### config.mk
export PLATFORM = sky130hd
export DESIGN_NAME = sbp_port_status
export DESIGN_NICKNAME = d
export VERILOG_FILES = /design/src/common/sbp_pkg.sv /design/src/sbp_port_status.sv
export SDC_FILE = /design/constraint.sdc
export NUM_CORES = 1
export LEC_CHECK = 0
export BUFFER_PORTS_ARGS = -buffer_cell sky130_fd_sc_hd__buf_2
export CORE_AREA = 4 4 122 124
export DETAILED_ROUTE_END_ITERATION = 6
export DIE_AREA = 0 0 126 128
export MAX_ROUTING_LAYER = met4
export PLACE_DENSITY = 0.61
export REMOVE_ABC_BUFFERS = 1
export SYNTH_ARGS = -nofsm -noshare
export SYNTH_HDL_FRONTEND = slang
export SYNTH_SLANG_ARGS = --single-unit
### constraint.sdc
create_clock -name REF_CLK_I -period 7.9 [get_ports REF_CLK_I]
set_input_delay 1.185 -clock REF_CLK_I [delete_from_list [all_inputs] [get_ports REF_CLK_I]]
set_output_delay 1.185 -clock REF_CLK_I [all_outputs]
set_load 0.02 [all_outputs]
### src/common/sbp_pkg.sv
// Package: constants and types for the serial bus port status page
package sbp_pkg;

	// ==========================================================
	// Timing
	localparam int unsigned SBP_CLK_HZ = 100_000_000;
	localparam int unsigned SBP_CON_DEB_MS = 341;
	localparam int unsigned SBP_CON_DEB_CYC = SBP_CON_DEB_MS * (SBP_CLK_HZ / 1000);
	localparam int unsigned SBP_BIAS_DEB_NS = 160;
	localparam int unsigned SBP_BIAS_DEB_CYC = (SBP_BIAS_DEB_NS * (SBP_CLK_HZ / 1_000_000) + 999) / 1000;
	localparam int unsigned SBP_DEB_W = 26;
	localparam int unsigned SBP_BDEB_W = 5;

	// ==========================================================
	// Register indices; byte address is four times the index
	localparam logic [5:0] SBP_IDX_EVT = 6'h05;
	localparam logic [5:0] SBP_IDX_SEL = 6'h07;
	localparam logic [5:0] SBP_IDX_STAT = 6'h08;
	localparam logic [5:0] SBP_IDX_CTRL = 6'h09;
	localparam logic [5:0] SBP_IDX_SPD = 6'h0A;
	localparam logic [5:0] SBP_IDX_LAST = 6'h0F;

	// ==========================================================
	// Field positions
	localparam int unsigned SBP_ST_ARB_A = 6;
	localparam int unsigned SBP_ST_ARB_B = 4;
	localparam int unsigned SBP_ST_LEAF = 3;
	localparam int unsigned SBP_ST_CON = 2;
	localparam int unsigned SBP_ST_RECEIVE_GOOD = 1;
	localparam int unsigned SBP_ST_DIS = 0;
	localparam int unsigned SBP_CT_NSPD = 5;
	localparam int unsigned SBP_CT_PIE = 4;
	localparam int unsigned SBP_CT_FAULT = 3;
	localparam int unsigned SBP_CT_SBF = 2;
	localparam int unsigned SBP_CT_SCR = 1;
	localparam int unsigned SBP_CT_BONLY = 0;
	localparam int unsigned SBP_SP_DC = 7;
	localparam int unsigned SBP_SP_MAX = 4;
	localparam int unsigned SBP_SP_LPP = 3;
	localparam int unsigned SBP_SP_CAB = 0;
	localparam int unsigned SBP_SEL_PAGE = 5;
	localparam int unsigned SBP_SEL_PORT = 0;
	localparam int unsigned SBP_EVT_PEI = 0;

	// ==========================================================
	// Line states and speed codes
	localparam logic [1:0] SBP_ARB_Z = 2'h3;
	localparam logic [1:0] SBP_ARB_ONE = 2'h2;
	localparam logic [1:0] SBP_ARB_ZERO = 2'h1;
	localparam logic [1:0] SBP_ARB_INVALID = 2'h0;
	localparam logic [2:0] SBP_S100 = 3'h0;
	localparam logic [2:0] SBP_S200 = 3'h1;
	localparam logic [2:0] SBP_S400 = 3'h2;
	localparam logic [2:0] SBP_S800 = 3'h3;
	localparam logic [2:0] SBP_S1600 = 3'h4;
	localparam logic [2:0] SBP_S3200 = 3'h5;
	localparam logic [2:0] SBP_CABLE_SPEED = SBP_S800;
	localparam logic [3:0] SBP_PORT_COUNT = 4'h1;

	// ==========================================================
	// Synchronised pin vector layout
	localparam int unsigned SBP_SYN_W = 9;
	localparam int unsigned SBP_SY_ARB_A = 0;
	localparam int unsigned SBP_SY_ARB_B = 2;
	localparam int unsigned SBP_SY_CONN = 4;
	localparam int unsigned SBP_SY_TONE = 5;
	localparam int unsigned SBP_SY_BIAS = 6;
	localparam int unsigned SBP_SY_VALID = 7;
	localparam int unsigned SBP_SY_DC = 8;

	typedef enum logic [2:0] {
		SBP_CON_IDLE = 3'b001,
		SBP_CON_WAIT = 3'b010,
		SBP_CON_UP = 3'b100
	} sbp_con_st_t;

endpackage

### src/sbp_port_status.sv
// Module: serial bus port status page with APB register access
//
// The placing of the registers and the APB interface to the registers are this design's own decisions.
`timescale 1ns/1ns
`default_nettype none

module sbp_port_status import sbp_pkg::*; #(
	parameter int unsigned CON_DEBOUNCE_CYC = SBP_CON_DEB_CYC
) (
	input wire logic REF_CLK_I,
	input wire logic RST_I,
	input wire logic PSEL_I,
	input wire logic PENABLE_I,
	input wire logic PWRITE_I,
	input wire logic [7:0] PADDR_I,
	input wire logic [31:0] PWDATA_I,
	output logic PREADY_O,
	output logic [31:0] PRDATA_O,
	output logic PSLVERR_O,
	input wire logic [1:0] ARB_A_I,
	input wire logic [1:0] ARB_B_I,
	input wire logic PHYS_CONN_I,
	input wire logic TONES_I,
	input wire logic BIAS_I,
	input wire logic SIGNAL_VALID_I,
	input wire logic DC_DETECT_I,
	input wire logic BETA_MODE_I,
	input wire logic SPEED_NEG_DONE_I,
	input wire logic SPEED_LOAD_I,
	input wire logic [2:0] SPEED_VALUE_I,
	input wire logic IS_PARENT_I,
	input wire logic BUS_RESET_I,
	input wire logic TREE_ID_DONE_I,
	input wire logic SUSPENDED_I,
	input wire logic RESUMING_I,
	input wire logic SUSPENDING_I,
	input wire logic STANDBY_ERR_I,
	input wire logic STANDBY_EXIT_I,
	input wire logic STANDBY_CLR_CMD_I,
	input wire logic PORT_EVENT_I,
	output logic ACTIVE_ALLOW_O,
	output logic PEER_ATTACHED_O,
	output logic RECEIVE_GOOD_O,
	output logic HOLD_SUSPEND_O,
	output logic STANDBY_ERR_CLR_O,
	output logic SCRAMBLE_OFF_O,
	output logic PORT_EVENT_IRQ_FLAG_O,
	output logic LINK_NOTIFY_O,
	output logic [2:0] MAX_PORT_SPEED_O
);

	// ==========================================================
	// State
	typedef struct packed {
		logic [SBP_SYN_W-1:0] sy1;
		logic [SBP_SYN_W-1:0] sy2;
		logic [SBP_SYN_W-1:0] sy3;
		logic [SBP_SYN_W-1:0] filt;
		sbp_con_st_t con_st;
		logic [SBP_DEB_W-1:0] deb_cnt;
		logic [SBP_BDEB_W-1:0] bias_cnt;
		logic bias_deb;
		logic tree_done;
		logic dis;
		logic port_event_irq_enable;
		logic port_event_irq_flag;
		logic fault;
		logic sb_fault;
		logic scr_off;
		logic [2:0] neg_speed;
		logic [2:0] max_speed;
		logic [2:0] page;
		logic [3:0] port;
		logic [31:0] prdata;
		logic slverr;
		logic sb_clr;
		logic notify;
	} sbp_state_t;

	sbp_state_t state_r;
	sbp_state_t state_nxt;

	function automatic logic [5:0] reg_index(input logic [7:0] addr);
		reg_index = addr[7:2];
	endfunction

	function automatic logic mapped(input logic [5:0] idx);
		mapped = (idx == SBP_IDX_EVT) || (idx == SBP_IDX_SEL) ||
			((idx >= SBP_IDX_STAT) && (idx <= SBP_IDX_LAST));
	endfunction

	// ==========================================================
	// Derived status
	logic beta;
	logic con;
	logic receive_good;
	logic leaf;
	logic page_vis;
	logic fault_evt;
	logic wr_acc;
	logic fault_clr_wr;
	logic rd_setup;
	logic [5:0] wr_idx;
	logic [5:0] rd_idx;
	logic [31:0] rd_word;

	assign beta = BETA_MODE_I;
	assign con = (state_r.con_st == SBP_CON_UP);
	// Tones alone never count as a good receive in beta mode
	assign receive_good = beta ? (state_r.filt[SBP_SY_VALID] & ~state_r.filt[SBP_SY_TONE]) : state_r.bias_deb;
	// Until tree identification ends the parent indication is untrusted, so report child
	assign leaf = ~con | state_r.dis | SUSPENDED_I | ~state_r.tree_done | ~IS_PARENT_I;
	assign page_vis = (state_r.page == 3'h0) && (state_r.port < SBP_PORT_COUNT);
	assign fault_evt = (RESUMING_I & ~state_r.filt[SBP_SY_BIAS]) | (SUSPENDING_I & state_r.filt[SBP_SY_BIAS]);
	assign wr_acc = PSEL_I & PENABLE_I & PWRITE_I;
	assign fault_clr_wr = wr_acc && (wr_idx == SBP_IDX_CTRL) && page_vis && PWDATA_I[SBP_CT_FAULT];
	assign rd_setup = PSEL_I & ~PENABLE_I;
	assign wr_idx = reg_index(PADDR_I);
	assign rd_idx = reg_index(PADDR_I);

	// ==========================================================
	// Read multiplexer
	always_comb begin
		rd_word = 32'h0000_0000;
		case (rd_idx)
			SBP_IDX_EVT: rd_word[SBP_EVT_PEI] = state_r.port_event_irq_flag;
			SBP_IDX_SEL: begin
				rd_word[SBP_SEL_PAGE +: 3] = state_r.page;
				rd_word[SBP_SEL_PORT +: 4] = state_r.port;
			end
			SBP_IDX_STAT: begin
				if (page_vis) begin
					rd_word[SBP_ST_ARB_A +: 2] = state_r.filt[SBP_SY_ARB_A +: 2];
					rd_word[SBP_ST_ARB_B +: 2] = state_r.filt[SBP_SY_ARB_B +: 2];
					rd_word[SBP_ST_LEAF] = leaf;
					rd_word[SBP_ST_CON] = con;
					rd_word[SBP_ST_RECEIVE_GOOD] = receive_good;
					rd_word[SBP_ST_DIS] = state_r.dis;
				end
			end
			SBP_IDX_CTRL: begin
				if (page_vis) begin
					rd_word[SBP_CT_NSPD +: 3] = state_r.neg_speed;
					rd_word[SBP_CT_PIE] = state_r.port_event_irq_enable;
					rd_word[SBP_CT_FAULT] = state_r.fault;
					rd_word[SBP_CT_SBF] = state_r.sb_fault;
					rd_word[SBP_CT_SCR] = state_r.scr_off;
					rd_word[SBP_CT_BONLY] = 1'b0;
				end
			end
			SBP_IDX_SPD: begin
				if (page_vis) begin
					rd_word[SBP_SP_DC] = state_r.filt[SBP_SY_DC];
					rd_word[SBP_SP_MAX +: 3] = state_r.max_speed;
					rd_word[SBP_SP_LPP] = 1'b1;
					rd_word[SBP_SP_CAB +: 3] = SBP_CABLE_SPEED;
				end
			end
			default: rd_word = 32'h0000_0000;
		endcase
	end

	// ==========================================================
	// Next state
	always_comb begin
		state_nxt = state_r;
		state_nxt.sb_clr = 1'b0;
		state_nxt.notify = 1'b0;

		// Three-stage synchroniser; a change counts when stages two and three agree
		state_nxt.sy1 = {DC_DETECT_I, SIGNAL_VALID_I, BIAS_I, TONES_I, PHYS_CONN_I, ARB_B_I, ARB_A_I};
		state_nxt.sy2 = state_r.sy1;
		state_nxt.sy3 = state_r.sy2;
		for (int i = 0; i < SBP_SYN_W; i++) begin
			if (state_r.sy2[i] == state_r.sy3[i]) begin
				state_nxt.filt[i] = state_r.sy3[i];
			end
		end

		// Connection debounce
		case (state_r.con_st)
			SBP_CON_IDLE: begin
				state_nxt.deb_cnt = '0;
				if (beta) begin
					if (state_r.filt[SBP_SY_TONE] && SPEED_NEG_DONE_I) begin
						state_nxt.con_st = SBP_CON_UP;
					end
				end else if (state_r.filt[SBP_SY_CONN]) begin
					state_nxt.con_st = SBP_CON_WAIT;
				end
			end
			SBP_CON_WAIT: begin
				if (!state_r.filt[SBP_SY_CONN] || beta) begin
					state_nxt.con_st = SBP_CON_IDLE;
				end else if (state_r.deb_cnt == SBP_DEB_W'(CON_DEBOUNCE_CYC - 1)) begin
					state_nxt.con_st = SBP_CON_UP;
				end else begin
					state_nxt.deb_cnt = state_r.deb_cnt + 1'b1;
				end
			end
			SBP_CON_UP: begin
				// Bus reset does not drop the attachment; only loss of the cable does
				if (beta ? !state_r.filt[SBP_SY_TONE] && !state_r.filt[SBP_SY_VALID]
					: !state_r.filt[SBP_SY_CONN]) begin
					state_nxt.con_st = SBP_CON_IDLE;
				end
			end
			default: state_nxt.con_st = SBP_CON_IDLE;
		endcase

		// Legacy bias debounce
		if (state_r.filt[SBP_SY_BIAS] == state_r.bias_deb) begin
			state_nxt.bias_cnt = '0;
		end else if (state_r.bias_cnt == SBP_BDEB_W'(SBP_BIAS_DEB_CYC - 1)) begin
			state_nxt.bias_deb = state_r.filt[SBP_SY_BIAS];
			state_nxt.bias_cnt = '0;
		end else begin
			state_nxt.bias_cnt = state_r.bias_cnt + 1'b1;
		end

		// Tree identification tracking
		if (BUS_RESET_I) begin
			state_nxt.tree_done = 1'b0;
		end else if (TREE_ID_DONE_I) begin
			state_nxt.tree_done = 1'b1;
		end

		// Agreed speed; reserved codes are not stored
		if (SPEED_LOAD_I && (SPEED_VALUE_I <= SBP_S3200)) begin
			state_nxt.neg_speed = SPEED_VALUE_I;
		end

		// Register writes; of the status fields only dis has a write path
		if (wr_acc) begin
			case (wr_idx)
				SBP_IDX_EVT: begin
					if (PWDATA_I[SBP_EVT_PEI]) begin
						state_nxt.port_event_irq_flag = 1'b0;
					end
				end
				SBP_IDX_SEL: begin
					state_nxt.page = PWDATA_I[SBP_SEL_PAGE +: 3];
					state_nxt.port = PWDATA_I[SBP_SEL_PORT +: 4];
				end
				SBP_IDX_STAT: begin
					if (page_vis) begin
						state_nxt.dis = PWDATA_I[SBP_ST_DIS];
					end
				end
				SBP_IDX_CTRL: begin
					if (page_vis) begin
						state_nxt.port_event_irq_enable = PWDATA_I[SBP_CT_PIE];
						state_nxt.scr_off = PWDATA_I[SBP_CT_SCR];
						if (PWDATA_I[SBP_CT_FAULT]) begin
							state_nxt.fault = 1'b0;
						end
						if (PWDATA_I[SBP_CT_SBF] && state_r.sb_fault) begin
							state_nxt.sb_fault = 1'b0;
							state_nxt.sb_clr = 1'b1;
						end
					end
				end
				SBP_IDX_SPD: begin
					// A speed above the cable's ability saturates to it
					if (page_vis) begin
						state_nxt.max_speed = (PWDATA_I[SBP_SP_MAX +: 3] > SBP_CABLE_SPEED) ?
							SBP_CABLE_SPEED : PWDATA_I[SBP_SP_MAX +: 3];
					end
				end
				default: state_nxt.dis = state_r.dis;
			endcase
		end

		// Standby fault clears; hardware set wins over any clear
		if ((STANDBY_EXIT_I || STANDBY_CLR_CMD_I) && state_r.sb_fault) begin
			state_nxt.sb_fault = 1'b0;
			state_nxt.sb_clr = 1'b1;
		end
		if (STANDBY_ERR_I) begin
			state_nxt.sb_fault = 1'b1;
			state_nxt.sb_clr = 1'b0;
		end
		if (fault_evt) begin
			state_nxt.fault = 1'b1;
		end
		if (PORT_EVENT_I && state_r.port_event_irq_enable) begin
			state_nxt.port_event_irq_flag = 1'b1;
			state_nxt.notify = 1'b1;
		end

		// Read data captured in setup so the answer leaves a flop
		if (rd_setup) begin
			state_nxt.prdata = PWRITE_I ? 32'h0000_0000 : rd_word;
			state_nxt.slverr = ~mapped(rd_idx);
		end
	end

	// ==========================================================
	// Registers
	always_ff @(posedge REF_CLK_I or posedge RST_I) begin
		if (RST_I) begin
			state_r <= '0;
			state_r.con_st <= SBP_CON_IDLE;
			state_r.max_speed <= SBP_CABLE_SPEED;
		end else begin
			state_r <= state_nxt;
		end
	end

	// ==========================================================
	// Outputs
	assign PREADY_O = 1'b1;
	assign PRDATA_O = state_r.prdata;
	assign PSLVERR_O = PSEL_I & PENABLE_I & state_r.slverr;
	assign ACTIVE_ALLOW_O = con & receive_good & ~state_r.dis;
	assign PEER_ATTACHED_O = con;
	assign RECEIVE_GOOD_O = receive_good;
	assign HOLD_SUSPEND_O = state_r.fault;
	assign STANDBY_ERR_CLR_O = state_r.sb_clr;
	assign SCRAMBLE_OFF_O = state_r.scr_off;
	assign PORT_EVENT_IRQ_FLAG_O = state_r.port_event_irq_flag;
	assign LINK_NOTIFY_O = state_r.notify;
	assign MAX_PORT_SPEED_O = state_r.max_speed;
endmodule // sbp_port_status

`default_nettype wire

After elaboration in Yosys (flattened, before gate mapping)
Index checks and enable logic that the tools add are counted.

word-level totals
  bits in registers = 126
  input bits = 70
  output and inout port bits = 45
  word-level logic and storage cells = 169

cells by class
  add/subtract/negate cells = 2
  order comparisons = 5
  equal/unequal tests = 26
  mux-type cells = 43
  bitwise logic cells = 23
  reduce and logical (&&, ||, !) cells = 39

operator list
  cell                                                                                  number
  26-bit 2-to-1 mux                                                                     2
  26-bit one-hot mux with 2 select lines                                                1
  8-bit 2-to-1 mux                                                                      4
  3-bit 2-to-1 mux                                                                      9
  26-bit by 1-bit adder with 26-bit output (second input constant)                      1
  26-bit equality test (second input constant)                                          1
  3-bit one-hot mux with 4 select lines                                                 2
  1-bit 2-to-1 mux                                                                      19
  6-bit by 4-bit equality test with 1-bit output (second input constant)                3
  2-bit nonzero test                                                                    9
  3-bit AND reduction                                                                   5
  6-bit by 3-bit equality test with 1-bit output (second input constant)                2
  4-bit AND reduction                                                                   3
  3-bit nonzero test                                                                    4
  1-bit equality test                                                                   10
  5-bit 2-to-1 mux                                                                      2
  1-bit bitwise AND                                                                     9
  3-bit != test (second input constant)                                                 3
  1-bit inverter                                                                        9
  3-bit one-hot mux with 3 select lines                                                 1
  1-bit logical AND                                                                     8
  6-bit by 4-bit greater-or-equal comparator with 1-bit output (second input constant)  1
  6-bit by 4-bit <= comparator with 1-bit output (second input constant)                1
  5-bit by 1-bit adder with 5-bit output (second input constant)                        1
  17 further kinds                                                                      28

Depth between registers and ports, before layout
Gate-level depths: netlist of the first run.

  depth in word-level cells = 9
  depth in mapped cells = 6
  depth with buffers taken out = 5

Worst setup path after synthesis of the first run
No wires, ideal clock.

  path type = input -> output
  start point = input BETA_MODE_I
  end point = output ACTIVE_ALLOW_O
  data arrival time = 2.006 ns
  data required time = 6.715 ns
  path slack = 4.709 ns
  stages = 2
  path buffers = 0
  cells stage by stage = mux2i_1 -> nor4_1

between the ends
  cells in the longest elaborated chain, start to end = 3

ends and longest elaborated chain
  item                             RTL line                source
  from (decl)                      sbp_port_status.sv:27   input wire logic BETA_MODE_I,
  1-bit 2-to-1 mux                 sbp_port_status.sv:110  assign receive_good = beta ? (state_r.filt[SBP_SY_VALID] & ~state_r.filt[SBP_SY_TONE]) : state_r.bias_deb;
  1-bit bitwise AND (2 in series)  sbp_port_status.sv:315  assign ACTIVE_ALLOW_O = con & receive_good & ~state_r.dis;
  to (decl)                        sbp_port_status.sv:41   output logic ACTIVE_ALLOW_O,

No other way between the ends.

Worst setup path after layout of the first run
Same ends and word-level chain as after synthesis.

==> results of run 1 <==
-- where the power goes --
| part | internal (mW) | leakage, nW | total [mW] | switching, mW |
|---|---|---|---|---|
| Sequential | 0.552 | 1.31 | 0.577 | 0.0249 |
| Combinational | 0.0480 | 1.05 | 0.149 | 0.101 |
| Clock | 0.286 | 0.163 | 0.474 | 0.188 |
| Total | 0.886 | 2.51 | 1.20 | 0.314 |
-- worst max-delay path, stage by stage --
cell,delay (ns)
buf_2,0.16
mux2i_1,0.19
nor4_1,0.32
buf_2,0.23
-- per-stage QoR --
stage	power [mW]	instance area [µm²]
6_report	1.20	5410
5_1_grt	1.26	5410
4_1_cts	1.22	5410
3_5_place_dp	0.738	5090
3_3_place_gp	0.733	5090
2_1_floorplan	0.682	4540
-- cells in the final DEF (no fill, tap or decap), types with 3 or more instances in the layout --
cell type	Yosys	routed
inv_1	10	9
nand2_1	25	25
maj3_1	9	9
xor2_1	5	5
o31ai_1	11	11
mux2_2	13	13
o21ai_0	14	14
conb_1	2	25
a31oi_1	3	3
o211ai_1	3	3
or4_1	8	8
dfrtp_1	99	99
nor3_1	6	6
nand4_1	13	13
dfstp_2	3	3
nor2b_1	9	9
nand2b_1	8	8
clkbuf_16	0	9
nor2_1	27	27
nor3b_1	3	3
nor4b_1	4	4
a22oi_1	6	6
a21oi_1	15	15
buf_2	4	63
and3_1	5	5
mux2i_1	19	19
clkinv_2	0	3
and4_1	10	10
and2_1	6	6
nor4_1	3	3
nand3_1	12	12
-- kinds of logic (layout without fill, tap and decap cells) --
logic type	Yosys count	in the layout	share of synthesized area, %
AND/OR/NAND/NOR	154	154	19.0
flip-flops	102	102	53.4
buffers and inverters	59	90	7.79
AO/OA/AOI/OAI	66	66	9.05
other	2	25	0.157
multiplexers	32	32	7.03
adder cells (fa/ha/maj)	11	11	2.41
XOR/XNOR	6	6	1.10
-- sequential cells by signal, summed over array words and instances, names as in the netlist --
register	cells
state_r	68
state_nxt	18
PRDATA_O	8
MAX_PORT_SPEED_O	3
HOLD_SUSPEND_O	1
LINK_NOTIFY_O	1
PORT_EVENT_IRQ_FLAG_O	1
SCRAMBLE_OFF_O	1
STANDBY_ERR_CLR_O	1
-- worst paths after layout --
path | startpoint | to | slack (ns) | cells past startpoint
max in group asynchronous | RST_I | state_r[49]$_DFFE_PP0P_ | 5.84 | 3
setup / recovery | BETA_MODE_I | ACTIVE_ALLOW_O | 4.62 | 4
setup reg to reg | state_r[88]$_DFFE_PP0P_ | state_r[86]$_DFFE_PP0P_ | 5.80 | 4
hold reg to reg | state_nxt[113]$_DFF_PP0_ | state_nxt[104]$_DFF_PP0_ | 0.35 | 0
min in group asynchronous | RST_I | LINK_NOTIFY_O$_DFF_PP0_ | 0.86 | 2
hold / removal | state_nxt[113]$_DFF_PP0_ | state_nxt[104]$_DFF_PP0_ | 0.35 | 0
-- layout make-up --
class                      count  area [µm²]
multi-input combinational    294        1940
clock inverter                 6        83.8
tap                          180         225
timing repair buffer          64         323
inverter                      10        40.0
clock buffer                  10         239
fill                        1363        8360
sequential                   102        2560
-- per-layer routing --
metal	track usage, %	part of all wire (%)	up-vias
met2	20.0	47	84
li1	-	-	1605
met1	16.5	46	1647
met5	-	0	-
met4	4.35	1.8	0
met3	2.88	5.3	14
==> results.json, run 1 <==
{
  "hold_path.class": "register to register",
  "cts_num_sinks": 102,
  "synthDominantCellAreaShare_pct": 51.8,
  "gr-total-overflow": 0,
  "end_kind": "output pin",
  "synth.most_common_cell": "dfrtp_1",
  "finalNonFillerCells": 666,
  "cp_max_fo": 7,
  "cts_tree": "yes",
  "root_buffer": "clkbuf_16",
  "core_area_um2": 13800,
  "synth-main-ff-cell": "dfrtp_1",
  "clock_path_buffers": 2,
  "avgSynthCellArea_um2": 11.1,
  "clock_latency_ns": 0.34,
  "first_pass_iters": 4,
  "avgViaCountPerCell": 5.03,
  "ys_seq_area_share_pct": 53.4,
  "grt_usage_pct": 12.8,
  "drtIter0Drc": 199,
  "ios": 115,
  "drive_gt1_share_pct": 22.4,
  "cp-start-kind": "input port",
  "start_util_pct": 34.7,
  "fin_nets": 553,
  "clk_pin_slew_ns": 0.06,
  "relSlewSlack_pct": 21.3,
  "synthArstFlopShare_pct": 100,
  "p_leak_nw": 2.51,
  "ys_types": 59,
  "ant_nets": 0,
  "crit_type": "input port to output pin",
  "min_period_ns": 3.28,
  "synth_edf_count": 0,
  "place_hpwl_um": 7200,
  "final_core_util_pct": 39.3,
  "antenna_found_initial": 0,
  "post_drt_wl_per_cell_um": 14.9,
  "syn_inst": 432,
  "route.detailed.drc": 0,
  "cap_viol_max_count": 0,
  "htree_levels": 3,
  "clock.fmax_mhz": 305,
  "slew_violations": 0,
  "die_area_um2": 16100,
  "tightestPinTransition_ns": 1.18,
  "num_vias": 3350,
  "grt_max_degree": 69,
  "gp_congestion": 0.892,
  "portBuffers": 63,
  "status": "finished, final reports clean",
  "ys_warn_count": 0,
  "layout-area-overhead-vs-synth_pct": 13.0,
  "cts_made_buffers": 9,
  "post-cts-setup-buffer-count": 0,
  "dp_slack_ns": 4.60,
  "grt_pass1_vias": 3299,
  "setup_ws_ns": 4.62,
  "p_per_area_nw_per_um2": 222,
  "rows": 43,
  "skew_ns": 0.0105,
  "wirelength_um": 9900,
  "die_w_um": 126,
  "yosysTopAreaCell": "dfrtp_1",
  "setup_tns_ns": 0,
  "postCtsHoldBufs": 0,
  "diodes": 0,
  "setup-violations-final": 0,
  "grt_pass1_wl_um": 16500,
  "hold_slack_ns": 0.347,
  "synthTopCellsByCount": "dfrtp_1, buf_4, nor2_1, nand2_1, mux2i_1",
  "die_h_um": 128,
  "finalHoldViolations": 0,
  "synthesis.area_um2": 4780,
  "netlist_top_cells_area": "dfrtp_1, buf_4, mux2i_1, mux2_2, nor2_1",
  "post_cts_resized": 0,
  "rsz0062_at_grt": "false",
  "finalCritPeriodShare_pct": 41.5,
  "synth_seq_cells": 102,
  "cp_data_required_time_ns": 6.71,
  "arrival_ns": 2.09,
  "placed_cells": 650,
  "ir_drop_mv": 0.0986
}
No activity file was read; power rests on OpenSTA's default activity.
==> run 2, diff against run 1 <==
--- a/config.mk
+++ b/config.mk
@@ -10,7 +10,7 @@
 export DETAILED_ROUTE_END_ITERATION = 6
 export DIE_AREA = 0 0 126 128
 export MAX_ROUTING_LAYER = met4
-export PLACE_DENSITY = 0.61
+export PLACE_DENSITY = 0.63
 export REMOVE_ABC_BUFFERS = 1
 export SYNTH_ARGS = -nofsm -noshare
 export SYNTH_HDL_FRONTEND = slang
==> constraint.sdc (replaced) <==
create_clock -name REF_CLK_I -period 2.9 [get_ports REF_CLK_I]
set_input_delay 0.435 -clock REF_CLK_I [delete_from_list [all_inputs] [get_ports REF_CLK_I]]
set_output_delay 0.435 -clock REF_CLK_I [all_outputs]
set_load 0.02 [all_outputs]
==> results.json, run 2 (same netlist as run 1, synthesis figures left out) <==
{
  "ir_drop_mv": 0.274,
  "post-cts-setup-buffer-count": 0,
  "setup_ws_ns": 0.781,
  "pwr-share-comb_pct": 13.2,
  "wirelength_um": 10100,
  "final_cell_mix": "dfrtp_1, buf_2, nor2_1, nand2_1, conb_1",
  "place_hpwl_um": 7600,
  "slowest_stage": "or4_1",
  "finalHoldViolations": 0,
  "regMostFlops": "state_r",
  "cap_viol_max_count": 0,
  "skew_ns": 0.00994,
  "cts_num_sinks": 102,
  "hold_path.class": "input port to asynchronous set/reset pin",
  "r2r_slack_ns": 0.78,
  "status": "finished, final reports clean",
  "route.detailed.drc": 0,
  "p_leak_nw": 2.52,
  "cts_made_buffers": 9,
  "cp-start-kind": "register",
  "first_pass_iters": 4,
  "num_vias": 3390,
  "post_cts_resized": 0,
  "core_area_um2": 13800,
  "critical_path.top_delay_family": "simple AND/OR/NAND/NOR gates",
  "htree_levels": 3,
  "final_common_cell": "dfrtp_1",
  "gp_congestion": 0.908,
  "clock.fmax_mhz": 472,
  "cp_data_required_time_ns": 3.16,
  "fill_cells": 1368,
  "end_kind": "register",
  "slew_violations": 0,
  "crit_type": "register to register",
  "postCtsHoldBufs": 0,
  "r2r_end": "state_r[84]$_DFFE_PP0P_",
  "arrival_ns": 2.38,
  "ios": 115,
  "avgViaCountPerCell": 5.06,
  "p_clk_share_pct": 37.3,
  "setup-violations-final": 0,
  "start_util_pct": 34.7,
  "dpl_cell_area_um2": 5120,
  "p_seq_share_pct": 49.4,
  "fin_nets": 557,
  "timing.rr.start": "state_r[88]$_DFFE_PP0P_",
  "crit_buf_inv": 0,
  "min_period_ns": 2.12,
  "portBuffers": 63,
  "die_h_um": 128,
  "drive_gt1_share_pct": 22.4,
  "grt_pass1_vias": 3413,
  "layout-area-overhead-vs-synth_pct": 13.1,
  "p_sw_share_pct": 26.6,
  "dp_slack_ns": 0.623,
  "final_area_um2": 5410,
  "die_area_um2": 16100,
  "r2r_cells": 4,
  "p_sw_mw": 0.847,
  "finalCritPeriodShare_pct": 73.1,
  "cp_max_fo": 13,
  "post_drt_wl_per_cell_um": 15.1,
  "clock_path_buffers": 2,
  "critical-path-max-stage-delay_ns": 0.61,
  "clock_latency_ns": 0.34,
  "ant_nets": 0,
  "crit_chain": "nor2b_1 -> nand4_1 -> or4_1 -> a21oi_1",
  "antenna_found_initial": 0,
  "relSlewSlack_pct": 45.5,
  "grt_usage_pct": 13.2,
  "diodes": 0,
  "clk_pin_slew_ns": 0.07,
  "gr-total-overflow": 0,
  "die_w_um": 126,
  "grt_max_degree": 43,
  "largest_reg_flops": 68,
  "drtIter0Drc": 202,
  "tightestPinTransition_ns": 0.815,
  "intPower_mw": 2.34,
  "grt_pass1_wl_um": 17000,
  "final_core_util_pct": 39.3,
  "root_buffer": "clkbuf_16",
  "rows": 43,
  "p_per_area_nw_per_um2": 589,
  "cts_tree": "yes",
  "rsz0062_at_grt": "false"
}
run 2: worst max path at each step:
stage	slack [ns]	from	cells past startpoint	end
CTS	0.79	state_r[95]$_DFFE_PP0N_	4	ACTIVE_ALLOW_O
global route	0.58	state_r[88]$_DFFE_PP0P_	4	state_r[84]$_DFFE_PP0P_
floorplan	-0.21	RST_I	1	HOLD_SUSPEND_O$_DFFE_PP0P_
global placement	0.71	BETA_MODE_I	5	state_r[72]$_DFFE_PP0P_
finish	0.78	state_r[88]$_DFFE_PP0P_	4	state_r[84]$_DFFE_PP0P_
detailed placement	0.62	BETA_MODE_I	5	state_r[72]$_DFFE_PP0P_
run 2: layout make-up:
type | count | area [µm²] | share of cell area (%)
repair buffers | 68 | 353 | 6.52
flip-flops and latches | 102 | 2560 | 47.2
clock buffers | 13 | 250 | 4.63
inverters | 10 | 40.0 | 0.740
clock inverters | 3 | 43.8 | 0.809
well taps | 180 | 225 | 4.16
multi-input cells | 294 | 1940 | 35.9
run 2: metal layers:
layer	vias up	track usage, %	share of wire [%]
met5	-	-	0
met4	0	4.42	1.5
met3	12	3.08	5.3
met2	85	21.4	49
met1	1678	16.5	44
li1	1615	-	-
run 2: worst register-to-register path, stage by stage, from the launching register on:
cell and delay (ns):
dfrtp_1 0.50, nor2b_1 0.32, nand4_1 0.46, or4_1 0.62, a21oi_1 0.16
run 2: power by group through the flow:
stage / logic, mW / registers (mW) / clock network, mW
6_report: 0.422 / 1.58 / 1.19
2_1_floorplan: 0.266 / 1.59 / 0
4_1_cts: 0.426 / 1.58 / 1.22
3_5_place_dp: 0.425 / 1.60 / 0
5_1_grt: 0.471 / 1.59 / 1.29
3_3_place_gp: 0.412 / 1.60 / 0
run 2: through the flow:
stage	setup TNS, ns	hold slack (ns)	power (mW)	std cells
2_1_floorplan	-20.35	0.331	1.86	406
3_3_place_gp	0	0.333	2.01	654
3_5_place_dp	0	0.335	2.03	654
4_1_cts	0	0.166	3.23	670
5_1_grt	0	0.183	3.35	670
6_report	0	0.148	3.19	670
==> run 3, diff against run 2 <==
--- a/config.mk
+++ b/config.mk
@@ -10,7 +10,7 @@
 export DETAILED_ROUTE_END_ITERATION = 6
 export DIE_AREA = 0 0 126 128
 export MAX_ROUTING_LAYER = met4
-export PLACE_DENSITY = 0.63
+export PLACE_DENSITY = 0.61
 export REMOVE_ABC_BUFFERS = 1
 export SYNTH_ARGS = -nofsm -noshare
 export SYNTH_HDL_FRONTEND = slang
==> constraint.sdc (replaced) <==
create_clock -name REF_CLK_I -period 2.2 [get_ports REF_CLK_I]
set_input_delay 0.33 -clock REF_CLK_I [delete_from_list [all_inputs] [get_ports REF_CLK_I]]
set_output_delay 0.33 -clock REF_CLK_I [all_outputs]
set_load 0.02 [all_outputs]
==> results.json, run 3 (same netlist as run 1, synthesis figures left out) <==
{
  "relSlewSlack_pct": 65.4,
  "fin_nets": 562,
  "slew_violations": 0,
  "gr-total-overflow": 0,
  "finalCritPeriodShare_pct": 89.7,
  "clock_latency_ns": 0.34,
  "wirelength_um": 10100,
  "hold_slack_ns": 0.0306,
  "r2r_end": "state_r[81]$_DFFE_PP0P_",
  "status": "finished, final reports clean",
  "top_layer": "met4",
  "hold_path.class": "input port to asynchronous set/reset pin",
  "drt-met1-wl_um": 4650,
  "htree_levels": 3,
  "dr_wl_met2_um": 4860,
  "start_util_pct": 34.7,
  "rows": 43,
  "cts_tree": "yes",
  "final_area_um2": 5450,
  "dr_wl_met3_um": 539,
  "rsz0062_at_grt": "false",
  "end_kind": "output pin",
  "grt_usage_pct": 13.0,
  "first_pass_iters": 4,
  "skew_ns": 0.0108,
  "finalNonFillerCells": 675,
  "cts_made_buffers": 9,
  "post_cts_resized": 0,
  "p_leak_nw": 2.54,
  "clk_pin_slew_ns": 0.06,
  "largest_reg_flops": 68,
  "p_per_area_nw_per_um2": 776,
  "final_common_cell": "dfrtp_1",
  "die_h_um": 128,
  "cp_max_fo": 5,
  "r2r_slack_ns": 0.26,
  "post-cts-setup-buffer-count": 0,
  "clock.fmax_mhz": 507,
  "avgViaCountPerCell": 5.01,
  "gp_congestion": 0.863,
  "layout-area-overhead-vs-synth_pct": 14.0,
  "final_cell_mix": "dfrtp_1, buf_2, nor2_1, nand2_1, conb_1",
  "place_hpwl_um": 7570,
  "post_drt_wl_per_cell_um": 15.0,
  "finalHoldViolations": 0,
  "crit_type": "register to output pin",
  "arrival_ns": 1.64,
  "tightestPinTransition_ns": 0.519,
  "ios": 115,
  "die_w_um": 126,
  "cp_data_required_time_ns": 1.87,
  "antenna_found_initial": 0,
  "portBuffers": 63,
  "grt_pass1_vias": 3308,
  "cts_num_sinks": 102,
  "root_buffer": "clkbuf_16",
  "min_period_ns": 1.97,
  "route.detailed.drc": 0,
  "dpl_cell_area_um2": 5150,
  "placed_cells": 659,
  "clock_path_buffers": 2,
  "die_area_um2": 16100,
  "grt_max_degree": 42,
  "timing.rr.start": "state_r[61]$_DFFE_PP0P_",
  "regMostFlops": "state_r",
  "core_area_um2": 13800,
  "r2r_cells": 5,
  "postCtsHoldBufs": 0,
  "ant_nets": 0,
  "drtIter0Drc": 259,
  "ir_drop_mv": 0.405,
  "fin_total_pwr_mw": 4.23,
  "num_vias": 3383,
  "grt_pass1_wl_um": 16700,
  "cap_viol_max_count": 0,
  "diodes": 0,
  "cp-start-kind": "register",
  "drive_gt1_share_pct": 23.8,
  "setup-violations-final": 0
}
-- run 3: cell count changes in the layout (fill, tap and decap cells not counted) --
cell / delta
clkinvlp_4: +1
inv_6: +1
clkbuf_1: -3
buf_4: +5
clkbuf_8: -1
clkinv_2: +1
clkinv_4: +1
-- run 3: routing by layer --
metal	GRT usage (%)	vias to the layer above
met5	-	-
met4	3.97	0
met3	2.88	8
met2	20.9	82
met1	16.7	1669
li1	-	1624
-- run 3: how the worst max path moves through the flow --
stage,from,cells after the start,end
floorplan,RST_I,1,HOLD_SUSPEND_O$_DFFE_PP0P_
global placement,state_r[61]$_DFFE_PP0P_,5,state_r[81]$_DFFE_PP0P_
detailed placement,state_r[61]$_DFFE_PP0P_,5,state_r[81]$_DFFE_PP0P_
CTS,state_r[95]$_DFFE_PP0N_,4,ACTIVE_ALLOW_O
global route,state_r[61]$_DFFE_PP0P_,5,state_r[81]$_DFFE_PP0P_
finish,state_r[95]$_DFFE_PP0N_,4,ACTIVE_ALLOW_O
-- run 3: area by class of cell --
| class | instances | area, µm² |
|---|---|---|
| clock buffers | 9 | 225 |
| clock inverters | 7 | 73.8 |
| fillers | 1383 | 8320 |
| inverters | 10 | 40.0 |
| multi-input cells | 294 | 1940 |
| flip-flops and latches | 102 | 2560 |
| well taps | 180 | 225 |
| repair buffers | 73 | 390 |
-- run 3: stage by stage --
stage	setup TNS (ns)	setup WS [ns]	utilization, %
6_report	0	0.227	39.6
3_3_place_gp	0	0.356	37.4
3_5_place_dp	0	0.281	37.4
4_1_cts	0	0.205	39.6
2_1_floorplan	-79.56	-0.801	-
5_1_grt	0	0.135	39.6
-- run 3: where the power goes --
part	leakage (nW)	internal, mW	switching (mW)
clock network	0.146	0.886	0.700
registers	1.31	1.98	0.0841
logic	1.09	0.199	0.378
total	2.54	3.07	1.16
-- run 3: critical path, cell delays in order, from the launching register on --
cell and delay [ns]:
dfrtp_1 0.42, nor2b_1 0.12, mux2i_1 0.14, nor4_1 0.38, buf_2 0.24
